$ cat config.mk
export PLATFORM = sky130hd
export DESIGN_NAME = hbd_host_bus
export DESIGN_NICKNAME = d
export VERILOG_FILES = /design/src/hdl/hbd_pkg.sv /design/src/hdl/hbd_pin_sync.sv /design/src/hdl/hbd_host_bus.sv
export SDC_FILE = /design/constraint.sdc
export NUM_CORES = 1
export LEC_CHECK = 0
export CAP_MARGIN = 20
export CELL_PAD_IN_SITES_DETAIL_PLACEMENT = 0
export CELL_PAD_IN_SITES_GLOBAL_PLACEMENT = 1
export CORE_MARGIN = 2
export CORE_UTILIZATION = 45
export CTS_BUF_LIST = sky130_fd_sc_hd__clkbuf_8 sky130_fd_sc_hd__clkbuf_16
export DETAILED_ROUTE_END_ITERATION = 10
export DONT_BUFFER_PORTS = 1
export PLACE_DENSITY_LB_ADDON = 0.1
export SETUP_SLACK_MARGIN = 0.3
export SLEW_MARGIN = 20
export SYNTH_ARGS = -nofsm -noshare
export SYNTH_HDL_FRONTEND = slang
export SYNTH_HIERARCHICAL = 1
export SYNTH_SLANG_ARGS = --single-unit
$ cat constraint.sdc
create_clock -name core_clk -period 2.9 [get_ports core_clk]
set_clock_uncertainty 0.15 [all_clocks]
set_input_delay 0.435 -clock core_clk [delete_from_list [all_inputs] [get_ports core_clk]]
set_output_delay 0.435 -clock core_clk [all_outputs]
set_load 0.005 [all_outputs]
$ cat src/hdl/hbd_pkg.sv
// constants and carrier types for the multiplexed host bus decoder
package hbd_pkg;
    localparam int LINE_W   = 16;
    localparam int ADDR_W   = 11;
    localparam int BE_W     = 4;
    localparam int BYTE_W   = 8;
    localparam int A16_LO   = 2;
    localparam int A16_HI   = 10;
    localparam int BE_LO    = 12;
    localparam int BE_HI    = 15;
    localparam int A8_HI_W  = 3;
    localparam int A8_HI_LO = 8;
    localparam int IRQ_W    = 8;

    typedef enum logic [1:0] {
        HBD_IDLE  = 2'h0,
        HBD_WRITE = 2'h1,
        HBD_READ  = 2'h2
    } hbd_state_e;

    // pins as seen at the device boundary, strobes and select active low
    typedef struct packed {
        logic              chip_select_low;
        logic              read_strobe_low;
        logic              write_strobe_low;
        logic              addr_data_sel;
        logic              bus_mode_16;
        logic [LINE_W-1:0] shared_addr_data_lines;
    } hbd_pins_s;

    // request toward the device register file
    typedef struct packed {
        logic [ADDR_W-1:0] addr;
        logic [BE_W-1:0]   byte_lane_enables;
        logic [LINE_W-1:0] wdata;
        logic              addr_load;
        logic              we;
        logic              re;
    } hbd_req_s;

    localparam hbd_pins_s PINS_IDLE = '{chip_select_low: 1'h1, read_strobe_low: 1'h1,
                                        write_strobe_low: 1'h1, addr_data_sel: 1'h0,
                                        bus_mode_16: 1'h0, shared_addr_data_lines: 16'h0000};
    localparam logic [LINE_W-1:0] LINES_ZERO = 16'h0000;
    localparam logic [LINE_W-1:0] OE_8BIT    = 16'h00ff;
    localparam logic [LINE_W-1:0] OE_16BIT   = 16'hffff;
    localparam logic [1:0]        A16_PAD    = 2'h0;
    localparam logic [BYTE_W-1:0] BYTE_ZERO  = 8'h00;
endpackage

$ cat src/hdl/hbd_pin_sync.sv
// three-stage synchroniser with agreement filter, one lane per bit
`timescale 1ns/1ps
`default_nettype none
module hbd_pin_sync #(
    parameter int           W   = 1,
    parameter logic [W-1:0] RST = '0
) (
    input  wire logic         core_clk,
    input  wire logic         rstn,
    input  wire logic [W-1:0] din,
    output logic      [W-1:0] dout
);
    typedef struct packed {
        logic [W-1:0] s1;
        logic [W-1:0] s2;
        logic [W-1:0] s3;
        logic [W-1:0] filt;
    } hbd_sync_s;

    hbd_sync_s    q;
    hbd_sync_s    next_q;
    logic [W-1:0] next_filt;

    // a bit moves only once stages two and three agree
    genvar i;
    generate
        for (i = 0; i < W; i++) begin : g_lane
            assign next_filt[i] = (q.s2[i] == q.s3[i]) ? q.s3[i] : q.filt[i];
        end
    endgenerate

    always_comb begin
        next_q      = q;
        next_q.s1   = din;
        next_q.s2   = q.s1;
        next_q.s3   = q.s2;
        next_q.filt = next_filt;
    end

    always_ff @(posedge core_clk) begin
        if (!rstn) begin
            q <= '{s1: RST, s2: RST, s3: RST, filt: RST};
        end else begin
            q <= next_q;
        end
    end

    assign dout = q.filt;
endmodule
`default_nettype wire

$ cat src/hdl/hbd_host_bus.sv
// multiplexed host bus decoder: strobes, address/data split, interrupt pin
// Functional notes
// - with the select low the lines carry data, all sixteen in 16-bit mode, only the low eight in 8-bit mode.
// - in 16-bit address phases address bits 10..2 come from lines 10..2 and lines 1..0 are ignored.
// - in 16-bit address phases lines 15..12 carry the four byte-lane enables and line 11 is ignored.
// - in 8-bit mode the address takes two writes, bits 7..0 first, then bits 10..8 from lines 2..0.
// - the interrupt pin is driven low whenever any interrupt status bit is set, else high.
`timescale 1ns/1ps
`default_nettype none
module hbd_host_bus
    import hbd_pkg::*;
#(
    parameter int IRQ_N = hbd_pkg::IRQ_W
) (
    input  wire logic                      core_clk,
    input  wire logic                      rstn,
    input  wire hbd_pkg::hbd_pins_s        pins,
    output logic [hbd_pkg::LINE_W-1:0]     lines_out,
    output logic [hbd_pkg::LINE_W-1:0]     lines_oe,
    output logic                           host_irq_low,
    input  wire logic [IRQ_N-1:0]          irq_status,
    input  wire logic [hbd_pkg::LINE_W-1:0] reg_rdata,
    output hbd_pkg::hbd_req_s              req
);
    import hbd_pkg::*;

    typedef struct packed {
        hbd_state_e        st;
        logic              addr_hi_next;
        logic [LINE_W-1:0] wlines;
        logic              wcmd;
        hbd_req_s          req;
        logic [LINE_W-1:0] rlines;
        logic [LINE_W-1:0] oe;
        logic              irq_low;
    } hbd_core_s;

    localparam hbd_core_s CORE_RST = '{st: HBD_IDLE, addr_hi_next: 1'h0, wlines: 16'h0000,
                                       wcmd: 1'h0, req: '0, rlines: 16'h0000,
                                       oe: 16'h0000, irq_low: 1'h1};

    hbd_pins_s p;
    hbd_core_s q;
    hbd_core_s next_q;

    hbd_pin_sync #(
        .W   ($bits(hbd_pins_s)),
        .RST (PINS_IDLE)
    ) u_sync (
        .core_clk (core_clk),
        .rstn     (rstn),
        .din      (pins),
        .dout     (p)
    );

    always_comb begin
        next_q = q;
        next_q.req.we = 1'h0;
        next_q.req.re = 1'h0;
        next_q.req.addr_load = 1'h0;
        next_q.irq_low = ~(|irq_status);
        case (q.st)
            HBD_IDLE: begin
                next_q.oe = LINES_ZERO;
                if (!p.chip_select_low && !p.write_strobe_low) begin
                    next_q.st = HBD_WRITE;
                    next_q.wlines = p.shared_addr_data_lines;
                    next_q.wcmd = p.addr_data_sel;
                end else if (!p.chip_select_low && !p.read_strobe_low) begin
                    next_q.st = HBD_READ;
                    next_q.req.re = 1'h1;
                end
            end
            HBD_WRITE: begin
                if (p.chip_select_low) begin
                    next_q.st = HBD_IDLE;
                end else if (!p.write_strobe_low) begin
                    next_q.wlines = p.shared_addr_data_lines;
                    next_q.wcmd = p.addr_data_sel;
                end else begin
                    // strobe rose: commit what was on the lines just before
                    next_q.st = HBD_IDLE;
                    if (!q.wcmd) begin
                        next_q.req.we = 1'h1;
                        next_q.req.wdata = p.bus_mode_16 ? q.wlines
                                                         : {BYTE_ZERO, q.wlines[BYTE_W-1:0]};
                    end else if (p.bus_mode_16) begin
                        next_q.req.addr = {q.wlines[A16_HI:A16_LO], A16_PAD};
                        next_q.req.byte_lane_enables = q.wlines[BE_HI:BE_LO];
                        next_q.req.addr_load = 1'h1;
                        next_q.addr_hi_next = 1'h0;
                    end else if (!q.addr_hi_next) begin
                        next_q.req.addr[BYTE_W-1:0] = q.wlines[BYTE_W-1:0];
                        next_q.addr_hi_next = 1'h1;
                    end else begin
                        next_q.req.addr[ADDR_W-1:A8_HI_LO] = q.wlines[A8_HI_W-1:0];
                        next_q.req.addr_load = 1'h1;
                        next_q.addr_hi_next = 1'h0;
                    end
                end
            end
            HBD_READ: begin
                if (p.chip_select_low || p.read_strobe_low) begin
                    next_q.st = HBD_IDLE;
                    next_q.oe = LINES_ZERO;
                end else begin
                    next_q.rlines = p.bus_mode_16 ? reg_rdata : {BYTE_ZERO, reg_rdata[BYTE_W-1:0]};
                    next_q.oe = p.bus_mode_16 ? OE_16BIT : OE_8BIT;
                end
            end
            default: begin
                next_q = CORE_RST;
            end
        endcase
    end

    always_ff @(posedge core_clk) begin
        if (!rstn) begin
            q <= CORE_RST;
        end else begin
            q <= next_q;
        end
    end

    assign lines_out    = q.rlines;
    assign lines_oe     = q.oe;
    assign host_irq_low = q.irq_low;
    assign req          = q.req;
endmodule
`default_nettype wire

==> results of run 1 <==
-- metal layers --
layer,track usage,wire [µm],vias up,share of wire
met5,0,0,-,0
met4,0.0733,202,0,0.018
met3,0.0482,728,15,0.064
met2,0.240,4880,124,0.43
met1,0.214,5500,1836,0.49
li1,-,-,1966,-
-- where the power goes --
group | internal, mW | switching, mW
Combinational | 0.0550 | 0.0341
Sequential | 2.19 | 0.0133
Clock | 1.50 | 0.840
Total | 3.75 | 0.887
-- worst paths after layout --
kind                                                    from                      endpoint  slack (ns)  depth (start not counted)
worst min register to register  u_sync/next_q[62]$_SDFF_PN1_  u_sync/next_q[41]$_SDFF_PN1_        0.26                          1
worst max register to register            q[85]$_SDFFE_PN0P_     lines_out[1]$_SDFFE_PN0P_        0.73                          4
worst max-delay path                      q[85]$_SDFFE_PN0P_     lines_out[1]$_SDFFE_PN0P_        0.73                          4
worst min-delay path                            reg_rdata[8]     lines_out[8]$_SDFFE_PN0P_        0.02                          2
-- cell type report --
cell class | instances | area [µm²]
fill | 1271 | 6830
clock inverter | 12 | 168
clock buffer | 20 | 467
inverter | 2 | 7.51
sequential | 157 | 3140
timing repair buffer | 40 | 393
multi-input combinational | 344 | 2170
tap | 176 | 220
-- flip-flops by register name, indices dropped and copies added (netlist names) --
register,count
host_irq_low,1
lines_oe,2
lines_out,16
q,20
req,34
u_sync/dout,21
u_sync/next_q,42
u_sync/q,21
-- metrics by stage --
stage               cell area (µm²)  utilization
floorplan                      6220            -
global placement               5600        0.418
detailed placement             5600        0.418
CTS                            6570        0.490
global route                   6570        0.490
finish                         6570        0.490
-- cell families after synthesis --
logic type,after synthesis
muxes,24
and+or+nand+nor,213
AOI/OAI and AO/OA,107
buffers and inverters,132
DFF,157
-- cell usage in the layout, fill, tap and decap left out, types with 5 or more instances in the layout --
master / synthesis / final
a21oi_1: 12 / 12
nand2b_1: 11 / 11
nand4_1: 18 / 18
clkbuf_16: 0 / 17
o21ai_0: 29 / 29
nand3_1: 19 / 19
a22o_1: 9 / 9
dfxtp_1: 157 / 157
a21boi_0: 5 / 5
buf_4: 92 / 7
dlygate4sd3_1: 0 / 32
a21boi_1: 10 / 10
a31oi_1: 17 / 17
a311oi_1: 7 / 7
nand2_1: 46 / 46
nor2_1: 26 / 26
mux2i_1: 24 / 24
nor4b_1: 17 / 17
and2_1: 56 / 56
-- cell usage after synthesis (all sizes together), types with 14 or more instances --
master / n
nor4b: 17
clkbuf: 14
and2: 56
nand2: 46
mux2i: 24
nand4: 18
dfxtp: 157
a31oi: 17
a21boi: 18
nand3: 19
nor2: 26
o21ai: 32
buf: 116
==> flow_summary.json, run 1 <==
{
  "power.total_mw": 4.64,
  "cp_slowest_cell": "nor2b_1",
  "finalCritPeriodShare": 0.750,
  "cp_slowest_stage_delay_ns": 0.56,
  "die_h_um": 122,
  "crit_type": "register to register",
  "io_pins": 114,
  "end_kind": "register",
  "ctsHoldBuffers": 33,
  "antenna_found_initial": 0,
  "ctsResizeCount": 0,
  "grt_pass1_vias": 3745,
  "final_nets": 609,
  "dp_slack_ns": 0.750,
  "synth_top_family_by_area": "simple AND/OR/NAND/NOR gates",
  "yosys.area_share.adder": 0,
  "cts_buffer_depth": 2,
  "avgRoutedWirePerCell_um": 15.1,
  "drive_gt1_frac": 0.0835,
  "cts-buffers-inserted": 17,
  "grt_start_max_net_pins": 68,
  "power_density_nw_per_um2": 706,
  "die-width_um": 122,
  "crit_arrival_ns": 2.38,
  "ant_nets": 0,
  "antennaDiodeCount": 0,
  "ir_drop_uv": 357,
  "critPathRequiredTime_ns": 3.11,
  "final_max_slew_viol_count": 0,
  "place.gp.congestion": 0.786,
  "start_kind": "register",
  "worst-path-buf-inv": 1,
  "hpwl_um": 6950,
  "yosys.area_share.simple": 0.193,
  "yosysSeqAreaShare": 0.505,
  "finalSetupViolations": 0,
  "slew_headroom": 0.519,
  "placementRows": 42,
  "ys_ff_latch": 157,
  "rsz0062_at_grt": "false",
  "dp.cells": 686,
  "finalWirelength_um": 11300,
  "firstDrtPassIters": 4,
  "async_flop_share": 0,
  "areaGrowthSynthToFinish_pct": 5.55,
  "hold_viol": 0,
  "critical_path.top_delay_family": "simple AND/OR/NAND/NOR gates",
  "crit_path_max_fanout": 18,
  "port_buffers": 0,
  "cts_tree": "done",
  "grt_use_total": 0.161,
  "cts_setup_buffers": 0,
  "cts.htree.levels": 4,
  "synth_area_um2": 6220,
  "tns_ns": 0,
  "worst_pin_slew_ns": 0.719,
  "synth_xor_area_frac": 0,
  "start_util": 0.465,
  "num_vias": 3941,
  "ys_top_cells_by_area": "dfxtp_1, buf_4, and2_1, mux2i_1, nand2_1",
  "worstSkewPairLatency_ns": 0.42,
  "synth_edf_count": 0,
  "yosysTopAreaCell": "dfxtp_1",
  "coreArea_um2": 13400,
  "cp_cell_sequence": "buf_4 -> nor3b_2 -> nor2b_1 -> a22o_1",
  "synth_nets": 680,
  "vias_per_cell": 5.25,
  "first_iter_violations": 235,
  "cts_sinks": 157,
  "avgSynthCellArea_um2": 9.83,
  "setup_ws_ns": 0.726,
  "grt_pass1_wl_um": 18600,
  "synth.top_cell.area_share": 0.505,
  "clk_pin_slew_ns": 0.06,
  "outcome": "finished, final reports clean",
  "synth_cell_type_count": 43,
  "die_area_um2": 14800,
  "cap_violations": 0,
  "finalCriticalPeriod_ns": 2.17,
  "fmax_mhz": 460,
  "layoutNonFillerInstCount": 751,
  "synthMuxAreaShare": 0.0386,
  "synth_ff_type": "dfxtp_1",
  "synth_compound_area_frac": 0.117,
  "drc": 0,
  "leakage_nw": 2.44,
  "syn_inst": 633,
  "holdWs_ns": 0.0247,
  "cts_root_buffer": "clkbuf_16",
  "hold_path_class": "input port to register",
  "grt_overflow": 0,
  "yosys_warnings": 6
}
No activity file was read; power rests on OpenSTA's default activity.
==> run 2, diff against run 1 <==
- ABC_AREA: not set -> 1
- clock period: 2.9 -> 2.1 ns (I/O delays scaled with it)
==> run 2 against run 1 <==
  * Synthesized area up 1.5%
  * Via count increased by 18%
  * Fmax rose by 33%
  * Worst setup slack worse by 0.26 ns
  * Combinational power grew 150%
  * Highest routed layer unchanged
==> flow_summary.json, run 2 <==
{
  "synth_edf_count": 0,
  "path_common_cell": "nand2_2",
  "critPathRequiredTime_ns": 2.25,
  "yosys_warnings": 6,
  "avgSynthCellArea_um2": 7.72,
  "crit_type": "register to register",
  "grt_overflow": 0,
  "die_h_um": 123,
  "placementRows": 43,
  "layoutNonFillerInstCount": 1012,
  "dpl_cell_area_um2": 5730,
  "leakage_nw": 3.18,
  "nFillCells": 1357,
  "port_buffers": 0,
  "multi_input_area_um2": 1980,
  "avgRoutedWirePerCell_um": 12.2,
  "cts.htree.levels": 4,
  "final_common_cell": "nand2_1",
  "start_kind": "register",
  "fmax_mhz": 611,
  "tns_ns": 0,
  "cap_violations": 0,
  "cp_slowest_cell": "dfxtp_1",
  "utilization": 0.531,
  "die_area_um2": 15000,
  "syn_inst": 819,
  "synthTopCellsByCount": "nand2_1, dfxtp_1, nor2_1",
  "place.gp.congestion": 0.802,
  "synth_area_um2": 6320,
  "dp.cells": 886,
  "crit_arrival_ns": 1.79,
  "holdWs_ns": 0.0459,
  "hpwl_um": 7700,
  "cts_buffer_depth": 2,
  "grt_use_total": 0.174,
  "crit_path_max_fanout": 15,
  "clk_pin_slew_ns": 0.06,
  "hold_path_class": "input port to register",
  "finalCritPeriodShare": 0.779,
  "power_density_nw_per_um2": 877,
  "outcome": "finished, final reports clean",
  "grt_pass1_vias": 4521,
  "yosysSeqAreaShare": 0.497,
  "synth_cell_type_count": 24,
  "synth_nets": 866,
  "finalWirelength_um": 12300,
  "grt_start_max_net_pins": 80,
  "cts_tree": "done",
  "worst_pin_slew_ns": 0.646,
  "num_vias": 4655,
  "synth_top_family_by_area": "simple AND/OR/NAND/NOR gates",
  "async_flop_share": 0,
  "synth.top_cell.area_share": 0.497,
  "drive_gt1_frac": 0.0697,
  "ys_ff_latch": 157,
  "largest_reg_flops": 42,
  "antennaDiodeCount": 0,
  "synth_compound_area_frac": 0.0929,
  "drc": 0,
  "start_util": 0.459,
  "end_kind": "register",
  "first_iter_violations": 237,
  "yosys.area_share.adder": 0,
  "cts_sinks": 157,
  "yosysMostFrequentCell": "nand2_1",
  "die-width_um": 123,
  "areaGrowthSynthToFinish_pct": 15.8,
  "coreArea_um2": 13800,
  "cp_cell_sequence": "nand2_2 -> nand2_2 -> inv_2 -> a21oi_1 -> nor2_1",
  "hold_viol": 0,
  "critical_path.top_delay_family": "simple AND/OR/NAND/NOR gates",
  "cts-buffers-inserted": 17,
  "ant_nets": 0,
  "io_pins": 114,
  "synth_xor_area_frac": 0,
  "finalCriticalPeriod_ns": 1.64,
  "rsz0062_at_grt": "false",
  "synth_ff_type": "dfxtp_1",
  "slew_headroom": 0.569,
  "final_cell_area_um2": 7320,
  "finalSetupViolations": 0,
  "ir_drop_uv": 515,
  "cts_root_buffer": "clkbuf_16",
  "final_max_slew_viol_count": 0,
  "cp_slowest_stage_delay_ns": 0.51,
  "final-seq-area_um2": 3150,
  "ys_top_cells_by_area": "dfxtp_1, buf_4, nand2_1, nor2_1, a21oi_1",
  "firstDrtPassIters": 4,
  "yosysTopAreaCell": "dfxtp_1",
  "grt_pass1_wl_um": 20600,
  "final_cell_mix": "nand2_1, dfxtp_1, nor2_1",
  "worst-path-buf-inv": 1,
  "antenna_found_initial": 0,
  "yosys.area_share.simple": 0.220,
  "final_nets": 867,
  "cts_setup_buffers": 0,
  "worstSkewPairLatency_ns": 0.42,
  "vias_per_cell": 4.60,
  "synthMuxAreaShare": 0
}
run 2: changes by cell type in the layout (fill, tap and decap cells not counted), moves of 24 or more:
cell	delta
mux2i_1	-24
nand2_1	+125
nor2_1	+84
and2_1	-52
a21oi_1	+57
dlygate4sd3_1	+62
inv_1	+83
run 2: repair_timing:
item,CTS,global route
endpoints found under the hold margin,148,0
hold buffers,95,0
gates resized for setup,0,2
setup endpoints to repair,0,22
run 2: layer usage:
| metal | vias up | wire [µm] | GRT usage |
|---|---|---|---|
| met1 | 2115 | 5790 | 0.210 |
| met3 | 17 | 519 | 0.0488 |
| li1 | 2436 | - | - |
| met2 | 87 | 5800 | 0.292 |
| met4 | 0 | 220 | 0.0740 |
| met5 | - | 0 | 0 |
run 2: cell families (layout without fill, tap and decap cells):
group	Yosys count	count (layout)
buffers and inverters	209	222
DFF	157	157
AOI/OAI and AO/OA	116	116
and+or+nand+nor	337	337
run 2: final timing paths:
| path | start | endpoint | slack [ns] | cells after the start |
|---|---|---|---|---|
| hold / removal | rstn | lines_oe[14]$_SDFFE_PN0P_ | 0.05 | 2 |
| hold reg to reg | u_sync/next_q[52]$_SDFF_PN0_ | u_sync/next_q[31]$_SDFF_PN0_ | 0.26 | 2 |
| setup / recovery | q[86]$_SDFFE_PN0P_ | q[68]$_SDFFE_PN0P_ | 0.46 | 5 |
| setup reg to reg | q[86]$_SDFFE_PN0P_ | q[68]$_SDFFE_PN0P_ | 0.46 | 5 |
run 2: where the power goes:
part | switching, mW | internal (mW) | total [mW]
clock network | 1.15 | 2.00 | 3.15
registers | 0.0208 | 3.03 | 3.05
logic | 0.0850 | 0.136 | 0.221
run 2: cell type report:
type                       instances  share of cell area
tap                              180              0.0308
multi-input combinational        453               0.270
inverter                          89              0.0457
sequential                       157               0.430
timing repair buffer             102               0.140
clock buffer                      18              0.0600
clock inverter                    13              0.0238
run 2: through the flow:
stage | setup WS [ns] | total power, mW
after floorplan | 0.578 | 3.21
after global placement | 0.446 | 3.19
after detailed placement | 0.368 | 3.19
after CTS | 0.358 | 6.50
after global routing | 0.309 | 6.66
final | 0.464 | 6.42
==> run 3, diff against run 2 <==
- clock period: 2.1 -> 1.55 ns (I/O delays scaled with it)
==> run 3 against run 2 <==
  * The flow now finishes with violations (hold timing)
  * Clock power up 26%
  * Utilization up 6.5 points
  * Critical path type unchanged
  * Flip-flop and latch count unchanged
  * Fmax up 18%
  * Largest cell class unchanged
  * Combinational power up 13%
  * Register-to-register slack worse by 0.30 ns
  * Cell count up 3.2%
  * Design area up 12%
  * Via count up 6.0%
  * Highest routed layer unchanged
  * Worst hold slack worse by 0.28 ns
  * First-iteration DRC count down 17%
==> flow_summary.json, run 3 (synthesis results as in run 2) <==
{
  "finalSetupViolations": 0,
  "grt_pass1_wl_um": 22800,
  "finalWirelength_um": 13900,
  "tns_ns": 0,
  "hold_path_class": "input port to register",
  "final-seq-area_um2": 3180,
  "utilization": 0.596,
  "finalCriticalPeriod_ns": 1.39,
  "grt_overflow": 0,
  "leakage_nw": 3.47,
  "layoutNonFillerInstCount": 1044,
  "areaGrowthSynthToFinish_pct": 29.9,
  "grt_pass1_vias": 4868,
  "avgRoutedWirePerCell_um": 13.4,
  "firstDrtPassIters": 4,
  "dp_slack_ns": -0.0221,
  "cts_tree": "done",
  "ir_drop_uv": 654,
  "multi_input_area_um2": 2560,
  "placementRows": 43,
  "num_vias": 4936,
  "dpl_cell_area_um2": 5840,
  "rsz0062_at_grt": "true",
  "ant_nets": 0,
  "place.gp.congestion": 0.763,
  "cap_violations": 0,
  "nFillCells": 1220,
  "cts_buffer_depth": 2,
  "power.total_mw": 8.34,
  "vias_per_cell": 4.73,
  "hpwl_um": 7560,
  "cts.htree.levels": 4,
  "finalCritPeriodShare": 0.896,
  "start_kind": "register",
  "fmax_mhz": 720,
  "setup_ws_ns": 0.161,
  "final_cell_mix": "nand2_1, dfxtp_1, nor2_1",
  "io_pins": 114,
  "dp.cells": 893,
  "drc": 0,
  "antenna_found_initial": 0,
  "die-width_um": 123,
  "port_buffers": 0,
  "worst_pin_slew_ns": 0.396,
  "cts-buffers-inserted": 17,
  "hold_viol": 95,
  "final_nets": 898,
  "slew_headroom": 0.735,
  "final_max_slew_viol_count": 0,
  "cp_cell_sequence": "inv_2 -> nor2_4 -> buf_12 -> nand3_4 -> a21oi_1 -> nor2_1",
  "die_h_um": 123,
  "drive_gt1_frac": 0.237,
  "grt_use_total": 0.194,
  "final_common_cell": "nand2_1",
  "coreArea_um2": 13800,
  "worstSkewPairLatency_ns": 0.42,
  "die_area_um2": 15000,
  "outcome": "finished, violations left",
  "violations": "hold timing",
  "holdWs_ns": -0.230,
  "power_density_nw_per_um2": 1020,
  "grt_start_max_net_pins": 133,
  "cts_sinks": 157,
  "largest_reg_flops": 42,
  "cts_root_buffer": "clkbuf_16",
  "cp_slowest_cell": "dfxtp_4",
  "first_iter_violations": 197,
  "crit_type": "register to register",
  "clk_pin_slew_ns": 0.06,
  "critPathRequiredTime_ns": 1.71,
  "end_kind": "register",
  "cp_slowest_stage_delay_ns": 0.41,
  "crit_arrival_ns": 1.55,
  "crit_path_max_fanout": 8,
  "final_cell_area_um2": 8210,
  "start_util": 0.459,
  "antennaDiodeCount": 0
}
run 3: cell types whose count changed in the layout (fill, tap and decap cells not counted), sizes merged:
cell | previous run | this run
clkbuf | 18 | 22
buf | 8 | 41
nand3 | 33 | 34
nand2 | 178 | 184
inv | 90 | 92
dlygate4sd3 | 94 | 81
nor2 | 115 | 116
clkdlybuf4s50 | 0 | 1
bufinv | 4 | 1
run 3: cell type report:
| type | instances | share of cell area |
|---|---|---|
| Timing Repair inverter | 1 | 0.00137 |
| Timing Repair Buffer | 124 | 0.156 |
| Clock inverter | 11 | 0.0113 |
| Clock buffer | 21 | 0.0585 |
| Tap cell | 180 | 0.0274 |
| Sequential cell | 157 | 0.388 |
| Multi-Input combinational cell | 461 | 0.313 |
| Inverter | 89 | 0.0451 |
run 3: critical path, delay by kind of cell, from the launching register on:
kind | cells | cell delay, ns
buffers and inverters | 2 | 0.21
and+or+nand+nor | 3 | 0.32
AOI/OAI and AO/OA | 1 | 0.20
DFF | 1 | 0.41
run 3: power breakdown:
part / switching (mW) / total [mW] / internal, mW
clock network: 1.59 / 3.96 / 2.37
logic: 0.0904 / 0.250 / 0.160
registers: 0.0285 / 4.13 / 4.10
total: 1.71 / 8.34 / 6.63
run 3: final timing paths:
path                                 from  slack [ns]                 endpoint  depth (start not counted)
max                    q[85]$_SDFFE_PN0P_        0.16     req[28]$_SDFFE_PN0P_                          6
min                                  rstn       -0.23  u_sync/q[40]$_SDFF_PN1_                          1
max reg2reg            q[85]$_SDFFE_PN0P_        0.16     req[28]$_SDFFE_PN0P_                          6
min reg2reg  u_sync/next_q[38]$_SDFF_PN0_        0.29  u_sync/q[38]$_SDFF_PN0_                          2
run 3: layer usage:
metal,global-route usage,up-vias,part of all wire
li1,-,2523,-
met1,0.231,2269,0.45
met2,0.325,113,0.47
met3,0.0520,31,0.049
met4,0.0898,0,0.029
met5,0,-,0
run 3: what timing repair did:
action                                  4_1_cts  5_1_grt
endpoints found under the hold margin       150       97
pin swaps                                    31       31
endpoints found under the setup margin       85      114
resized for setup                           100       68
hold buffers                                102        1
cloned                                       10        1
setup buffers                                24        3
